===== src/logic/evctl_pkg.sv =====
package evctl_pkg;
  localparam int CLK_HZ = 50000000;
  localparam int NSW = 12;
  // Register offsets
  localparam logic [7:0] OFS_CFG = 8'h00;
  localparam logic [7:0] OFS_TIME = 8'h04;
  localparam logic [7:0] OFS_RATE = 8'h08;
  localparam logic [7:0] OFS_TOD = 8'h0C;
  localparam logic [7:0] OFS_STAT = 8'h10;
  localparam logic [7:0] OFS_SW = 8'h14;
  localparam logic [7:0] OFS_VOLT = 8'h18;
  localparam logic [7:0] OFS_OUT = 8'h1C;
  // Field positions in the configuration word
  localparam int F_BEGIN = 0;
  localparam int F_STOP = 4;
  localparam int F_STQ = 8;
  localparam int F_THQ = 12;
  // Condition codes
  localparam logic [3:0] C_ALWAYS = 4'h0;
  localparam logic [3:0] C_PB_ON = 4'h6;
  localparam logic [3:0] C_PB_OFF = 4'h7;
  localparam logic [3:0] C_RATE = 4'hE;
  localparam logic [3:0] Q_FLOAT = 4'h1;
  localparam logic [3:0] Q_NIGHT = 4'h2;
  localparam logic [3:0] Q_DAY = 4'h3;
  localparam logic [3:0] T_TIME = 4'h7;
  // Reset values
  localparam logic [31:0] RST_ZERO = 32'h0000_0000;
  // Evaluation tick and minute timing
  localparam int TICK_US = 1000;
  localparam int TICK_CYC = CLK_HZ / 1000000 * TICK_US;
  localparam int MIN_TICKS = 60000;
  // Hysteresis band for the regulator switch, in millivolts
  localparam logic [15:0] HYST_MV = 16'h0064;
  typedef enum logic [1:0] {
    SRC_REG, SRC_LVD, SRC_ALARM, SRC_EVENT
  } evctl_src_e;
endpackage


===== src/logic/evctl_sw_if.sv =====
`timescale 1ns/1ps
interface evctl_sw_if;
  logic [23:0] src_sel;
  logic [11:0] invert;
  logic reg_on;
  logic lvd_on;
  logic alarm_on;
  logic event_on;
  logic [11:0] sw_cmd;
  modport ctl (output src_sel, invert, reg_on, lvd_on, alarm_on, event_on,
    input sw_cmd);
  modport mux (input src_sel, invert, reg_on, lvd_on, alarm_on, event_on,
    output sw_cmd);
endinterface


===== src/logic/evctl_sw_mux.sv =====
`timescale 1ns/1ps
module evctl_sw_mux
  import evctl_pkg::*;
(
  input wire logic aclk,
  input wire logic aresetn,
  evctl_sw_if.mux sw
);
  logic [11:0] sw_r;
  wire [11:0] sel_w;
  genvar i;
  generate
    for (i = 0; i < NSW; i++) begin : g_sw
      wire [1:0] s = sw.src_sel[2*i +: 2];
      // Four selectable sources, optional inversion
      assign sel_w[i] = ((s == 2'(SRC_REG)) ? sw.reg_on :
        (s == 2'(SRC_LVD)) ? sw.lvd_on :
        (s == 2'(SRC_ALARM)) ? sw.alarm_on : sw.event_on)
        ^ sw.invert[i];
    end
  endgenerate
  always_ff @(posedge aclk) begin
    if (!aresetn) begin
      sw_r <= '0;
    end else begin
      sw_r <= sel_w;
    end
  end
  assign sw.sw_cmd = sw_r;
  muxed_a: assert property (@(posedge aclk) disable iff (!aresetn)
    1'b1 |=> sw.sw_cmd[0] == $past(sel_w[0])) else $error("first switch");
endmodule


===== src/logic/evctl_top.sv =====
// The AXI4-Lite slave port and the register offsets were left to the implementer.
`timescale 1ns/1ps
// Function
// - First digit shows begin condition when off, stop condition when on.
// - Second digit shows the state qualifier.
// - Third digit shows threshold qualifier; unused qualifier reads 1.
// - Event active only while both qualifiers hold and no stop; begin needed only to start.
// - Begin code 0 is always true; stop code 0 never true.
// - State qualifier 1 float, 2 night, 3 day.
// - Begin code 6: push-button asserted and time of day above setting.
// - Stop code 7: sense input deasserts.
// - Begin code 14 pulses once every rate interval in minutes.
// - Stop code 14 fires after run time minutes since each start.
// - Threshold code 7 active while time of day exceeds setting.
// - Twelve external switches, numbered 1 to 9 then A, B, C.
// - Each switch driven by regulator, disconnect, alarm or event.
// - Each switch may take the inverse of its source.
// - Tracker gets target and battery voltage, regulator only.
// - Regulator switch toggles with hysteresis to limit transitions.
// - Turns on when all three active; off on stop or qualifier loss.
// - Stop active at start blocks the start.
module evctl_top
  import evctl_pkg::*;
#(
  parameter int TICK_CYCLES = TICK_CYC,
  parameter int TICKS_PER_MIN = MIN_TICKS
)(
  input wire logic aclk,
  input wire logic aresetn,
  input wire logic [7:0] s_axi_awaddr,
  input wire logic s_axi_awvalid,
  output logic s_axi_awready,
  input wire logic [31:0] s_axi_wdata,
  input wire logic [3:0] s_axi_wstrb,
  input wire logic s_axi_wvalid,
  output logic s_axi_wready,
  output logic [1:0] s_axi_bresp,
  output logic s_axi_bvalid,
  input wire logic s_axi_bready,
  input wire logic [7:0] s_axi_araddr,
  input wire logic s_axi_arvalid,
  output logic s_axi_arready,
  output logic [31:0] s_axi_rdata,
  output logic [1:0] s_axi_rresp,
  output logic s_axi_rvalid,
  input wire logic s_axi_rready,
  input wire logic sense_in,
  input wire logic in_float,
  input wire logic is_night,
  input wire logic lvd_on,
  input wire logic alarm_on,
  output logic [11:0] ext_switch,
  output logic [15:0] mppt_target,
  output logic [15:0] mppt_vbat,
  output logic event_on,
  output logic event_inactive_indicator,
  output logic [2:0] status_digits
);
  if (TICK_CYCLES < 1 || TICKS_PER_MIN < 1) begin : g_bad_cnt
    $error("evctl_top: counts must be at least one");
  end
  evctl_sw_if swb();
  evctl_sw_mux u_mux (.aclk(aclk), .aresetn(aresetn), .sw(swb));

  // Registers
  logic [31:0] cfg_r, time_r, rate_r, tod_r, sw_r, volt_r;
  logic [11:0] inv_r;
  logic aw_got_r, w_got_r, bvalid_r, rvalid_r;
  logic [7:0] awa_r;
  logic [31:0] wd_r, rdata_r;
  logic [1:0] bresp_r, rresp_r;

  function automatic logic mapped(input logic [7:0] a);
    mapped = (a[1:0] == 2'h0) && (a <= OFS_OUT);
  endfunction
  function automatic logic [31:0] merge(input logic [31:0] o,
    input logic [31:0] n, input logic [3:0] st);
    for (int b = 0; b < 4; b++) begin
      o[8*b +: 8] = st[b] ? n[8*b +: 8] : o[8*b +: 8];
    end
    merge = o;
  endfunction

  wire wr_go = aw_got_r && w_got_r && !bvalid_r;
  assign s_axi_awready = !aw_got_r && !bvalid_r;
  assign s_axi_wready = !w_got_r && !bvalid_r;
  assign s_axi_bvalid = bvalid_r;
  assign s_axi_bresp = bresp_r;
  assign s_axi_arready = !rvalid_r;
  assign s_axi_rvalid = rvalid_r;
  assign s_axi_rdata = rdata_r;
  assign s_axi_rresp = rresp_r;

  always_ff @(posedge aclk) begin
    if (!aresetn) begin
      aw_got_r <= 1'b0;
      w_got_r <= 1'b0;
      bvalid_r <= 1'b0;
      awa_r <= 8'h00;
      wd_r <= RST_ZERO;
      bresp_r <= 2'h0;
    end else begin
      if (s_axi_awvalid && s_axi_awready) begin
        aw_got_r <= 1'b1;
        awa_r <= s_axi_awaddr;
      end
      if (s_axi_wvalid && s_axi_wready) begin
        w_got_r <= 1'b1;
        wd_r <= merge(RST_ZERO, s_axi_wdata, s_axi_wstrb);
      end
      if (wr_go) begin
        aw_got_r <= 1'b0;
        w_got_r <= 1'b0;
        bvalid_r <= 1'b1;
        bresp_r <= mapped(awa_r) ? 2'h0 : 2'h2;
      end else if (bvalid_r && s_axi_bready) begin
        bvalid_r <= 1'b0;
      end
    end
  end

  logic [3:0] wst_r;
  always_ff @(posedge aclk) begin
    if (!aresetn) begin
      wst_r <= 4'h0;
    end else if (s_axi_wvalid && s_axi_wready) begin
      wst_r <= s_axi_wstrb;
    end
  end

  wire [31:0] inv_mrg = merge({20'h0, inv_r}, wd_r, wst_r);
  always_ff @(posedge aclk) begin
    if (!aresetn) begin
      cfg_r <= RST_ZERO;
      time_r <= RST_ZERO;
      rate_r <= RST_ZERO;
      tod_r <= RST_ZERO;
      sw_r <= RST_ZERO;
      volt_r <= RST_ZERO;
      inv_r <= 12'h000;
    end else if (wr_go) begin
      if (awa_r == OFS_CFG) begin
        cfg_r <= merge(cfg_r, wd_r, wst_r);
      end else if (awa_r == OFS_TIME) begin
        time_r <= merge(time_r, wd_r, wst_r);
      end else if (awa_r == OFS_RATE) begin
        rate_r <= merge(rate_r, wd_r, wst_r);
      end else if (awa_r == OFS_TOD) begin
        tod_r <= merge(tod_r, wd_r, wst_r);
      end else if (awa_r == OFS_SW) begin
        sw_r <= merge(sw_r, wd_r, wst_r);
      end else if (awa_r == OFS_VOLT) begin
        volt_r <= merge(volt_r, wd_r, wst_r);
      end else if (awa_r == OFS_OUT) begin
        inv_r <= inv_mrg[11:0];
      end
    end
  end

  // Input synchroniser
  logic sn_m_r, sn_r, fl_m_r, fl_r, nt_m_r, nt_r;
  always_ff @(posedge aclk) begin
    if (!aresetn) begin
      {sn_m_r, sn_r, fl_m_r, fl_r, nt_m_r, nt_r} <= 6'h00;
    end else begin
      {sn_m_r, fl_m_r, nt_m_r} <= {sense_in, in_float, is_night};
      {sn_r, fl_r, nt_r} <= {sn_m_r, fl_m_r, nt_m_r};
    end
  end

  // Evaluation tick and minute count
  logic [31:0] tick_cnt_r, min_cnt_r, rate_cnt_r, run_cnt_r;
  wire tick = (tick_cnt_r == 32'(TICK_CYCLES - 1));
  wire minute = tick && (min_cnt_r == 32'(TICKS_PER_MIN - 1));

  wire [3:0] bsel = cfg_r[F_BEGIN +: 4];
  wire [3:0] ssel = cfg_r[F_STOP +: 4];
  wire [3:0] qsel = cfg_r[F_STQ +: 4];
  wire [3:0] tsel = cfg_r[F_THQ +: 4];
  wire [15:0] tod = tod_r[15:0];
  wire time_gt_begin = tod > time_r[15:0];
  wire time_gt_thr = tod > time_r[31:16];
  logic ev_r;
  logic [2:0] dig_r;

  wire rate_hit = minute && (rate_cnt_r + 32'h1 >= {16'h0, rate_r[15:0]});
  // Gated by the event so a spent run never blocks the next start
  wire run_done = ev_r && (run_cnt_r >= {16'h0, rate_r[31:16]});
  wire begin_c = (bsel == C_ALWAYS) ? 1'b1 :
    (bsel == C_PB_ON) ? (sn_r && time_gt_begin) :
    (bsel == C_RATE) ? rate_hit : 1'b0;
  wire stop_c = (ssel == C_ALWAYS) ? 1'b0 :
    (ssel == C_PB_OFF) ? !sn_r :
    (ssel == C_RATE) ? run_done : 1'b0;
  wire stq_c = (qsel == C_ALWAYS) ? 1'b1 :
    (qsel == Q_FLOAT) ? fl_r :
    (qsel == Q_NIGHT) ? nt_r :
    (qsel == Q_DAY) ? !nt_r : 1'b0;
  wire thq_c = (tsel == C_ALWAYS) ? 1'b1 :
    (tsel == T_TIME) ? time_gt_thr : 1'b0;
  // Start needs all three and no stop; stop or qualifier loss ends it
  wire ev_nxt = ev_r ? (!stop_c && stq_c && thq_c) :
    (begin_c && !stop_c && stq_c && thq_c);

  always_ff @(posedge aclk) begin
    if (!aresetn) begin
      tick_cnt_r <= RST_ZERO;
      min_cnt_r <= RST_ZERO;
      rate_cnt_r <= RST_ZERO;
      run_cnt_r <= RST_ZERO;
      ev_r <= 1'b0;
      dig_r <= 3'h0;
    end else begin
      tick_cnt_r <= tick ? RST_ZERO : tick_cnt_r + 32'h1;
      if (tick) begin
        min_cnt_r <= minute ? RST_ZERO : min_cnt_r + 32'h1;
        ev_r <= ev_nxt;
        dig_r <= {ev_nxt ? stop_c : begin_c, stq_c, thq_c};
        if (minute) begin
          rate_cnt_r <= rate_hit ? RST_ZERO : rate_cnt_r + 32'h1;
        end
        if (ev_nxt && !ev_r) begin
          run_cnt_r <= RST_ZERO;
        end else if (minute && ev_r) begin
          run_cnt_r <= run_cnt_r + 32'h1;
        end
      end
    end
  end

  // Regulator switch with hysteresis
  logic reg_r;
  wire [15:0] vbat = volt_r[15:0];
  wire [15:0] vtgt = volt_r[31:16];
  // Widened so the band cannot wrap near full scale
  wire [16:0] vbat_up = {1'b0, vbat} + {1'b0, HYST_MV};
  wire [16:0] vtgt_up = {1'b0, vtgt} + {1'b0, HYST_MV};
  wire reg_up = vbat_up < {1'b0, vtgt};
  wire reg_dn = {1'b0, vbat} > vtgt_up;
  always_ff @(posedge aclk) begin
    if (!aresetn) begin
      reg_r <= 1'b0;
      mppt_target <= 16'h0000;
      mppt_vbat <= 16'h0000;
    end else begin
      if (reg_up) begin
        reg_r <= 1'b1;
      end else if (reg_dn) begin
        reg_r <= 1'b0;
      end
      mppt_target <= vtgt;
      mppt_vbat <= vbat;
    end
  end

  assign swb.src_sel = sw_r[23:0];
  assign swb.invert = inv_r;
  assign swb.reg_on = reg_r;
  assign swb.lvd_on = lvd_on;
  assign swb.alarm_on = alarm_on;
  assign swb.event_on = ev_r;
  assign ext_switch = swb.sw_cmd;
  assign event_on = ev_r;
  assign event_inactive_indicator = !ev_r;
  assign status_digits = dig_r;

  wire [31:0] stat_w = {27'h0, ev_r, 1'b0, dig_r};
  always_ff @(posedge aclk) begin
    if (!aresetn) begin
      rvalid_r <= 1'b0;
      rdata_r <= RST_ZERO;
      rresp_r <= 2'h0;
    end else if (s_axi_arvalid && s_axi_arready) begin
      rvalid_r <= 1'b1;
      rresp_r <= mapped(s_axi_araddr) ? 2'h0 : 2'h2;
      rdata_r <= (s_axi_araddr == OFS_CFG) ? cfg_r :
        (s_axi_araddr == OFS_TIME) ? time_r :
        (s_axi_araddr == OFS_RATE) ? rate_r :
        (s_axi_araddr == OFS_TOD) ? tod_r :
        (s_axi_araddr == OFS_STAT) ? stat_w :
        (s_axi_araddr == OFS_SW) ? sw_r :
        (s_axi_araddr == OFS_VOLT) ? volt_r :
        (s_axi_araddr == OFS_OUT) ? {20'h0, inv_r} : RST_ZERO;
    end else if (rvalid_r && s_axi_rready) begin
      rvalid_r <= 1'b0;
    end
  end

  // Event checks
  ev_stop_a: assert property (@(posedge aclk) disable iff (!aresetn)
    tick && ev_r && stop_c |=> !ev_r) else $error("stop ignored");
  ev_block_a: assert property (@(posedge aclk) disable iff (!aresetn)
    tick && !ev_r && stop_c |=> !ev_r) else $error("start past stop");
  ev_all_a: assert property (@(posedge aclk) disable iff (!aresetn)
    tick && ev_nxt |-> stq_c && thq_c) else $error("event alone");
  ev_start_a: assert property (@(posedge aclk) disable iff (!aresetn)
    tick && !ev_r && begin_c && !stop_c && stq_c && thq_c |=> ev_r)
    else $error("start ignored");
  ev_hold_a: assert property (@(posedge aclk) disable iff (!aresetn)
    !tick |=> $stable(ev_r)) else $error("event off tick");
  dig_hold_a: assert property (@(posedge aclk) disable iff (!aresetn)
    !tick |=> $stable(dig_r)) else $error("digits off tick");
  dig_one_a: assert property (@(posedge aclk) disable iff (!aresetn)
    tick |=> dig_r[2] == (ev_r ? $past(stop_c) : $past(begin_c)))
    else $error("digit one");
  dig_two_a: assert property (@(posedge aclk) disable iff (!aresetn)
    tick |=> dig_r[1] == $past(stq_c)) else $error("digit two");
  dig_three_a: assert property (@(posedge aclk) disable iff (!aresetn)
    tick && tsel == C_ALWAYS |=> dig_r[0]) else $error("digit three");
  // Condition decode checks
  begin_zero_a: assert property (@(posedge aclk) disable iff (!aresetn)
    bsel == C_ALWAYS |-> begin_c) else $error("begin code zero");
  stop_zero_a: assert property (@(posedge aclk) disable iff (!aresetn)
    ssel == C_ALWAYS |-> !stop_c) else $error("stop code zero");
  stq_zero_a: assert property (@(posedge aclk) disable iff (!aresetn)
    qsel == C_ALWAYS |-> stq_c) else $error("state code zero");
  stq_float_a: assert property (@(posedge aclk) disable iff (!aresetn)
    qsel == Q_FLOAT |-> stq_c == fl_r) else $error("float qualifier");
  stq_night_a: assert property (@(posedge aclk) disable iff (!aresetn)
    qsel == Q_NIGHT |-> stq_c == nt_r) else $error("night qualifier");
  stq_day_a: assert property (@(posedge aclk) disable iff (!aresetn)
    qsel == Q_DAY |-> stq_c == !nt_r) else $error("day qualifier");
  pb_early_a: assert property (@(posedge aclk) disable iff (!aresetn)
    bsel == C_PB_ON && !time_gt_begin |-> !begin_c)
    else $error("button too early");
  pb_begin_a: assert property (@(posedge aclk) disable iff (!aresetn)
    bsel == C_PB_ON && sn_r && time_gt_begin |-> begin_c)
    else $error("button start");
  pb_stop_a: assert property (@(posedge aclk) disable iff (!aresetn)
    ssel == C_PB_OFF |-> stop_c == !sn_r) else $error("contact stop");
  rate_idle_a: assert property (@(posedge aclk) disable iff (!aresetn)
    bsel == C_RATE && !minute |-> !begin_c) else $error("rate pulse");
  rate_hit_a: assert property (@(posedge aclk) disable iff (!aresetn)
    bsel == C_RATE && rate_hit |-> begin_c) else $error("rate start");
  run_clear_a: assert property (@(posedge aclk) disable iff (!aresetn)
    tick && ev_nxt && !ev_r |=> run_cnt_r == RST_ZERO)
    else $error("run count");
  stop_rate_a: assert property (@(posedge aclk) disable iff (!aresetn)
    ssel == C_RATE && !ev_r |-> !stop_c) else $error("run stop idle");
  thr_time_a: assert property (@(posedge aclk) disable iff (!aresetn)
    tsel == T_TIME |-> thq_c == time_gt_thr) else $error("time qualifier");
  // Regulator and tracker checks
  reg_band_a: assert property (@(posedge aclk) disable iff (!aresetn)
    reg_dn |=> !reg_r) else $error("regulator band");
  reg_on_a: assert property (@(posedge aclk) disable iff (!aresetn)
    reg_up |=> reg_r) else $error("regulator low");
  reg_hold_a: assert property (@(posedge aclk) disable iff (!aresetn)
    !reg_up && !reg_dn |=> $stable(reg_r)) else $error("regulator hold");
  trk_tgt_a: assert property (@(posedge aclk) disable iff (!aresetn)
    1'b1 |=> mppt_target == $past(vtgt)) else $error("tracker target");
  trk_vbat_a: assert property (@(posedge aclk) disable iff (!aresetn)
    1'b1 |=> mppt_vbat == $past(vbat)) else $error("tracker battery");
endmodule

===== config.mk =====
export PLATFORM = sky130hd
export DESIGN_NAME = evctl_top
export DESIGN_NICKNAME = d
export VERILOG_FILES = /design/src/logic/evctl_pkg.sv /design/src/logic/evctl_sw_if.sv /design/src/logic/evctl_sw_mux.sv /design/src/logic/evctl_top.sv
export SDC_FILE = /design/constraint.sdc
export NUM_CORES = 1
export LEC_CHECK = 0
export ABC_CLOCK_PERIOD_IN_PS = 5100
export BUFFER_PORTS_ARGS = -buffer_cell sky130_fd_sc_hd__buf_2
export CAP_MARGIN = 20
export CORE_MARGIN = 4
export CORE_UTILIZATION = 46
export DETAILED_ROUTE_END_ITERATION = 8
export PLACE_DENSITY = 0.68
export SETUP_SLACK_MARGIN = 0.5
export SLEW_MARGIN = 30
export SYNTH_ARGS = -nofsm -noshare
export SYNTH_HDL_FRONTEND = slang
export SYNTH_SLANG_ARGS = --single-unit

===== constraint.sdc =====
create_clock -name aclk -period 5.1 [get_ports aclk]
set_input_delay 0.51 -clock aclk [delete_from_list [all_inputs] [get_ports aclk]]
set_output_delay 0.51 -clock aclk [all_outputs]
set_load 0.02 [all_outputs]

# [Word level (Yosys, flattened, before mapping)]
# Index checks and enable logic that the tools add are counted.
[totals] regBits=471 in_bits=64 output_inout_bits=90 word_cells=290
[classes] n_addsub=6 order_cmp=8 n_eq_ne=47 n_mux=74 n_bitwise=19 n_reduce_logical=84
[op_table] cell="32-bit 2-to-1 mux" n=11
[op_table] cell="32-bit by 1-bit adder with 32-bit output, second input constant" n=4
[op_table] cell="32-bit by 16-bit equality test with 1-bit output, second input constant" n=2
[op_table] cell="32-bit by 16-bit greater-or-equal comparator with 1-bit output" n=2
[op_table] cell="8-bit by 5-bit equality test with 1-bit output, second input constant" n=7
[op_table] cell="1-bit 2-to-1 mux" n=56
[op_table] cell="16-bit by 7-bit adder with 17-bit output, second input constant" n=2
[op_table] cell="8-bit by 4-bit equality test with 1-bit output, second input constant" n=4
[op_table] cell="16-bit > comparator" n=2
[op_table] cell="8-bit 2-to-1 mux" n=4
[op_table] cell="8-bit AND reduction" n=4
[op_table] cell="2-bit logical NOT" n=14
[op_table] cell="7-bit AND reduction" n=4
[op_table] cell="2-bit by 1-bit equality test with 1-bit output, second input constant" n=12
[op_table] cell="2-bit equality test, second input constant" n=12
[op_table] cell="6-bit AND reduction" n=4
[op_table] cell="1-bit logical AND" n=22
[op_table] cell="5-bit AND reduction" n=4
[op_table] cell="9-bit AND reduction" n=2
[op_table] cell="16-bit by 17-bit > comparator with 1-bit output" n=1
[op_table] cell="17-bit by 16-bit less-than comparator with 1-bit output" n=1
[op_table] cell="8-bit by 3-bit equality test with 1-bit output, second input constant" n=2
[op_table] cell="8-bit by 5-bit <= comparator with 1-bit output, second input constant" n=2
[op_table] cell="4-bit logical NOT" n=4
[op_table] cell="other kinds (15)" n=56

# [Logic depth before layout (Yosys ltp)]
[depth] depth_word=13 mapped_depth=18 mapped_depth_nobuf=16

# [Modules after synthesis]
# From an unflattened synthesis, not the netlist that was laid out.
[unflattened] cells_unflattened=2521 hier_area_um2=22944.5
[modules_own_cells] mod="evctl_top" n_inst=1 cells_each=2468 area_per_inst_um2=22205.0
[modules_own_cells] mod="evctl_sw_mux" n_inst=1 cells_each=53 area_per_inst_um2=739.5

# [Worst setup path before layout]
# Ideal clock, no wire load.
[synth_path] path_kind="register to register" start="register rate_cnt_r[4]" end="register run_cnt_r[27]" arrival_time_ns=3.635 required_ns=5.041 path_slack_ns=1.406 path_stages_with_launch=18 n_path_buf=1 path_cell_list="dfxtp_1 > nand4_1 > or2_1 > nor2_1 > and3_1 > and3_1 > xor2_1 > ha_1 > nand3_1 > nand2_1 > a21oi_1 > o21ai_0 > nor4_2 > a311oi_4 > or2_1 > clkbuf_1 > or4_1 > nand2_1"
[synth_between] elab_chain_cells=13 elab_cells_between_ends=14
[synth_lines] item="start, declared" line="evctl_top.sv:172" source="logic [31:0] tick_cnt_r, min_cnt_r, rate_cnt_r, run_cnt_r;"
[synth_lines] item="start signal, assigned" line="evctl_top.sv:220" source="rate_cnt_r <= rate_hit ? RST_ZERO : rate_cnt_r + 32'h1;"
[synth_lines] item="32-bit by 1-bit adder with 32-bit output *" line="evctl_top.sv:186" source="wire rate_hit = minute && (rate_cnt_r + 32'h1 >= {16'h0, rate_r[15:0]});"
[synth_lines] item="32-bit by 16-bit greater-or-equal comparator with 1-bit output *" line="evctl_top.sv:186"
[synth_lines] item="1-bit logical AND *" line="evctl_top.sv:186"
[synth_lines] item="1-bit 2-to-1 mux *" line="evctl_top.sv:191" source="(bsel == C_RATE) ? rate_hit : 1'b0;"
[synth_lines] item="1-bit 2-to-1 mux *" line="evctl_top.sv:190" source="(bsel == C_PB_ON) ? (sn_r && time_gt_begin) :"
[synth_lines] item="1-bit 2-to-1 mux *" line="evctl_top.sv:189" source="wire begin_c = (bsel == C_ALWAYS) ? 1'b1 :"
[synth_lines] item="1-bit logical AND * (3 in series)" line="evctl_top.sv:203" source="(begin_c && !stop_c && stq_c && thq_c);"
[synth_lines] item="1-bit 2-to-1 mux *" line="evctl_top.sv:202" source="wire ev_nxt = ev_r ? (!stop_c && stq_c && thq_c) :"
[synth_lines] item="1-bit logical AND *" line="evctl_top.sv:222" source="if (ev_nxt && !ev_r) begin"
[synth_lines] item="2-bit nonzero test (no line)"
[synth_lines] item="2-bit AND reduction (no line)"
[synth_lines] item="end signal, assigned" line="evctl_top.sv:225" source="run_cnt_r <= run_cnt_r + 32'h1;"
[synth_lines] item="end, declared" line="evctl_top.sv:172"
# Every way passes the cells marked *; elsewhere a longest branch is shown, timed or not.
# A chain may end at the register's enable or synchronous reset.

# [Worst setup path after layout]
[layout_path] start="register rate_cnt_r[0]" end="register run_cnt_r[27]"
# Same word-level chain as after synthesis.

==> metrics.txt <==
run status=completed; clock insertion delay at the later pin of the skew report=620 ps; pin count of the biggest net entering global routing=132; Setup TNS Final=0 ps; Switching Power=1.82 mW; part of the total power dissipated in combinational logic=0.038; Synth warnings=0; Post-Route Utilization=0.529; mapped cell area=0.0222 mm²; Power per Cell Area=311 mW/mm²; GR Util met3=0.0449; path type of the worst setup path=reg -> reg; die area=0.0519 mm²; share of synthesized flip-flops with an asynchronous set or reset=0; number of buffers inserted by post-CTS setup repair=0; share of cells above drive strength 1=0.113; drt via density=5.78; fraction of the yosys area taken by sequential cells=0.422; library cell used as clock root buffer=clkbuf_16; initial core utilization=0.466; unrepaired setup endpoints after global routing=false; placer's final routability congestion estimate=0.939; actual slew at the worst max-slew pin=1040 ps; Remaining DRCs=0; total number of H-tree levels=2; area of the core=0.0477 mm²; vias after detailed routing=19061; Layout Skew=25.9 ps; hold_buf cts=0; layout overhead on the synthesized area=13.6%; # placed instances=3206; residual antenna-violating net count after detailed routing=0; kind of end point of the critical path=register; critical path data required time=5650 ps; GRT Util Overall=0.240; met2 Use GR=0.381; Die Span Y=228 µm; average cell area after synthesis=8.73 µm²; final hold violation count=0; Max Transition Viols Final=0; clock edge transition at the registers on the reported setup and hold paths=60 ps; I/O pin cnt=154; crit share post-route=0.825; horizontal extent of the die=228 µm; number of buffers created by CTS=49; cell with the biggest individual delay on the critical path=or4_1; HPWL reported at the end of detailed placement=46.8 mm; achievable frequency=238 MHz; switching share of total power=0.231; critical-path maximum fanout=11; worst slack on hold paths=71.9 ps; post-route minimum period=4210 ps; worst endpoint data arrival time=4750 ps; post-layout net count=2806; Bufs on Longest Clock Path=3; met1 capacity usage during global routing=0.331; path type of the worst min-delay path=in -> reg; GRT Max-Usage Layer=met2; number of distinct library cells after synthesis=73; Post-synth EDFFs=0; VDD IR max=0.000258 V; final cell count without fillers=3296; total leakage power=10.2 nW; Post-synth top flop=dfxtp_1; Detailed Route Iter0 Violations=1981; antenna violations before repair=2; setup violation total in the final timing report=0; cell area reported after detailed placement=0.0235 mm²; CP startpoint kind=register; gr ovfl total=0; cells along the critical path=ha_1 -> and3_2 -> nand3_4 -> nor2_1 -> nand3_1 -> xnor2_1 -> ha_1 -> a21oi_1 -> nand2_1 -> a21oi_1 -> o21ai_0 -> nor4_2 -> a311oi_4 -> or2_1 -> or4_1 -> nand2_1; relative max-transition margin=0.302; internal portion of total power=6.04 mW; count of mapped cells out of synthesis=2549; register bit count reported by yosys=469; post-route cell area=0.0253 mm²; number of global-route vias before repair=18452; fillcell total=4326; fraction of power consumed by sequential logic=0.480; final wirelength=64.9 mm; global-route wire length before repair=102 mm; number of rows created at floorplan=80; Max Cap Violations=0; clock tree sinks=469; IO buf count=151; max incr delay on CP=550 ps; Detailed Routing Iterations Pass 1=8; routed length per instance=19.7 µm; TritonCTS clock tree=yes; clock share of power=0.482
[path summary, 6_finish.rpt]
check,start,endpoint,slack (ps),depth (start not counted)
setup / recovery,rate_cnt_r[0]$_SDFFE_PN0P_,run_cnt_r[27]$_SDFFE_PN0P_,890,16
hold / removal,s_axi_rready,s_axi_rvalid$_SDFFE_PN0P_,70,2
setup reg to reg,rate_cnt_r[0]$_SDFFE_PN0P_,run_cnt_r[27]$_SDFFE_PN0P_,890,16
hold reg to reg,nt_m_r$_SDFF_PN0_,nt_r$_SDFF_PN0_,440,1
[stage by stage]
step                      power [mW]  setup WS (ps)
after floorplan                 4.01           1410
after global placement          4.13            742
after detailed placement        4.15            675
after CTS                       7.93            617
after global routing            8.11            565
final                           7.86            894
[power by group through the flow]
stage | clock network [mW] | logic [mW] | registers (mW)
after global placement | 0 | 0.286 | 3.84
after global routing | 4.00 | 0.330 | 3.77
after floorplan | 0 | 0.173 | 3.84
final | 3.79 | 0.300 | 3.77
after detailed placement | 0 | 0.299 | 3.85
after CTS | 3.86 | 0.300 | 3.77
[repair_timing]
item / in CTS / in global routing
resized for setup: 0 / 2
endpoints found under the setup margin: 0 / 5
endpoints found under the hold margin: 0 / 0
[synth_stat cells, types with 34 or more instances]
library cell / number / share of area
nor2_1: 467 / 0.079
a22oi_1: 37 / 0.012
mux2i_1: 209 / 0.094
a21oi_1: 102 / 0.023
ha_1: 100 / 0.056
and3_1: 43 / 0.012
inv_1: 96 / 0.016
nand4_1: 46 / 0.013
dfxtp_1: 469 / 0.42
clkbuf_1: 101 / 0.017
xor2_1: 89 / 0.035
nor3_1: 34 / 0.0077
nand3_1: 123 / 0.028
o21ai_0: 54 / 0.012
nand2_1: 189 / 0.032
xnor2_1: 62 / 0.024
[logic make-up after synthesis]
logic type | after synthesis | share of synthesized area
AND/OR/NAND/NOR | 1037 | 0.214
flip-flops | 469 | 0.422
AO/OA/AOI/OAI | 341 | 0.101
buffers and inverters | 228 | 0.0397
multiplexers | 222 | 0.107
XOR/XNOR | 151 | 0.0595
adder cells (fa/ha/maj) | 100 | 0.0563
other | 1 | 0.000169
[layout by cell type (no fill, tap or decap), types with 11 or more instances in the layout]
cell       instances
buf_4             19
xor2_1            89
nand2_1          185
a22oi_1           37
dfxtp_1          469
nand4_1           46
ha_1             100
a211oi_1          28
nand3_1          123
xnor2_1           62
mux4_2            12
nor2_1           464
clkbuf_8          14
a31oi_1           25
a222oi_1          14
inv_1             95
a221oi_1          20
clkbuf_16         49
buf_2            151
and3_1            43
a21oi_1          102
o21ai_0           54
nor3_1            30
mux2i_1          209
and2_1            26
or3_1             22
nor2b_1           11
nor4_1            18
[critical path: cells and delay by family (launching register included)]
family / cells / cell delay, ps
XOR/XNOR: 1 / 150
AO/OA/AOI/OAI: 4 / 690
adder cells (fa/ha/maj): 2 / 550
AND/OR/NAND/NOR: 9 / 2300
flip-flops: 1 / 440
[cell type report]
cell class / count / area (µm²) / share of cell area
multi-input combinational: 1853 / 12000 / 0.476
sequential: 469 / 9390 / 0.372
clock buffer: 70 / 1450 / 0.0572
timing repair buffer: 173 / 973 / 0.0385
tap: 615 / 769 / 0.0305
inverter: 96 / 368 / 0.0146
clock inverter: 19 / 282 / 0.0111
antenna: 1 / 2.50 / 0.0000991
[metal layers]
| metal | vias up | part of all wire | wire (µm) |
|---|---|---|---|
| met1 | 9072 | 0.44 | 28500 |
| li1 | 9095 | - | - |
| met2 | 756 | 0.45 | 29000 |
| met5 | - | 0 | 0 |
| met3 | 138 | 0.082 | 5320 |
| met4 | 0 | 0.033 | 2140 |
Note: power is estimated with default switching activity, not from simulation.
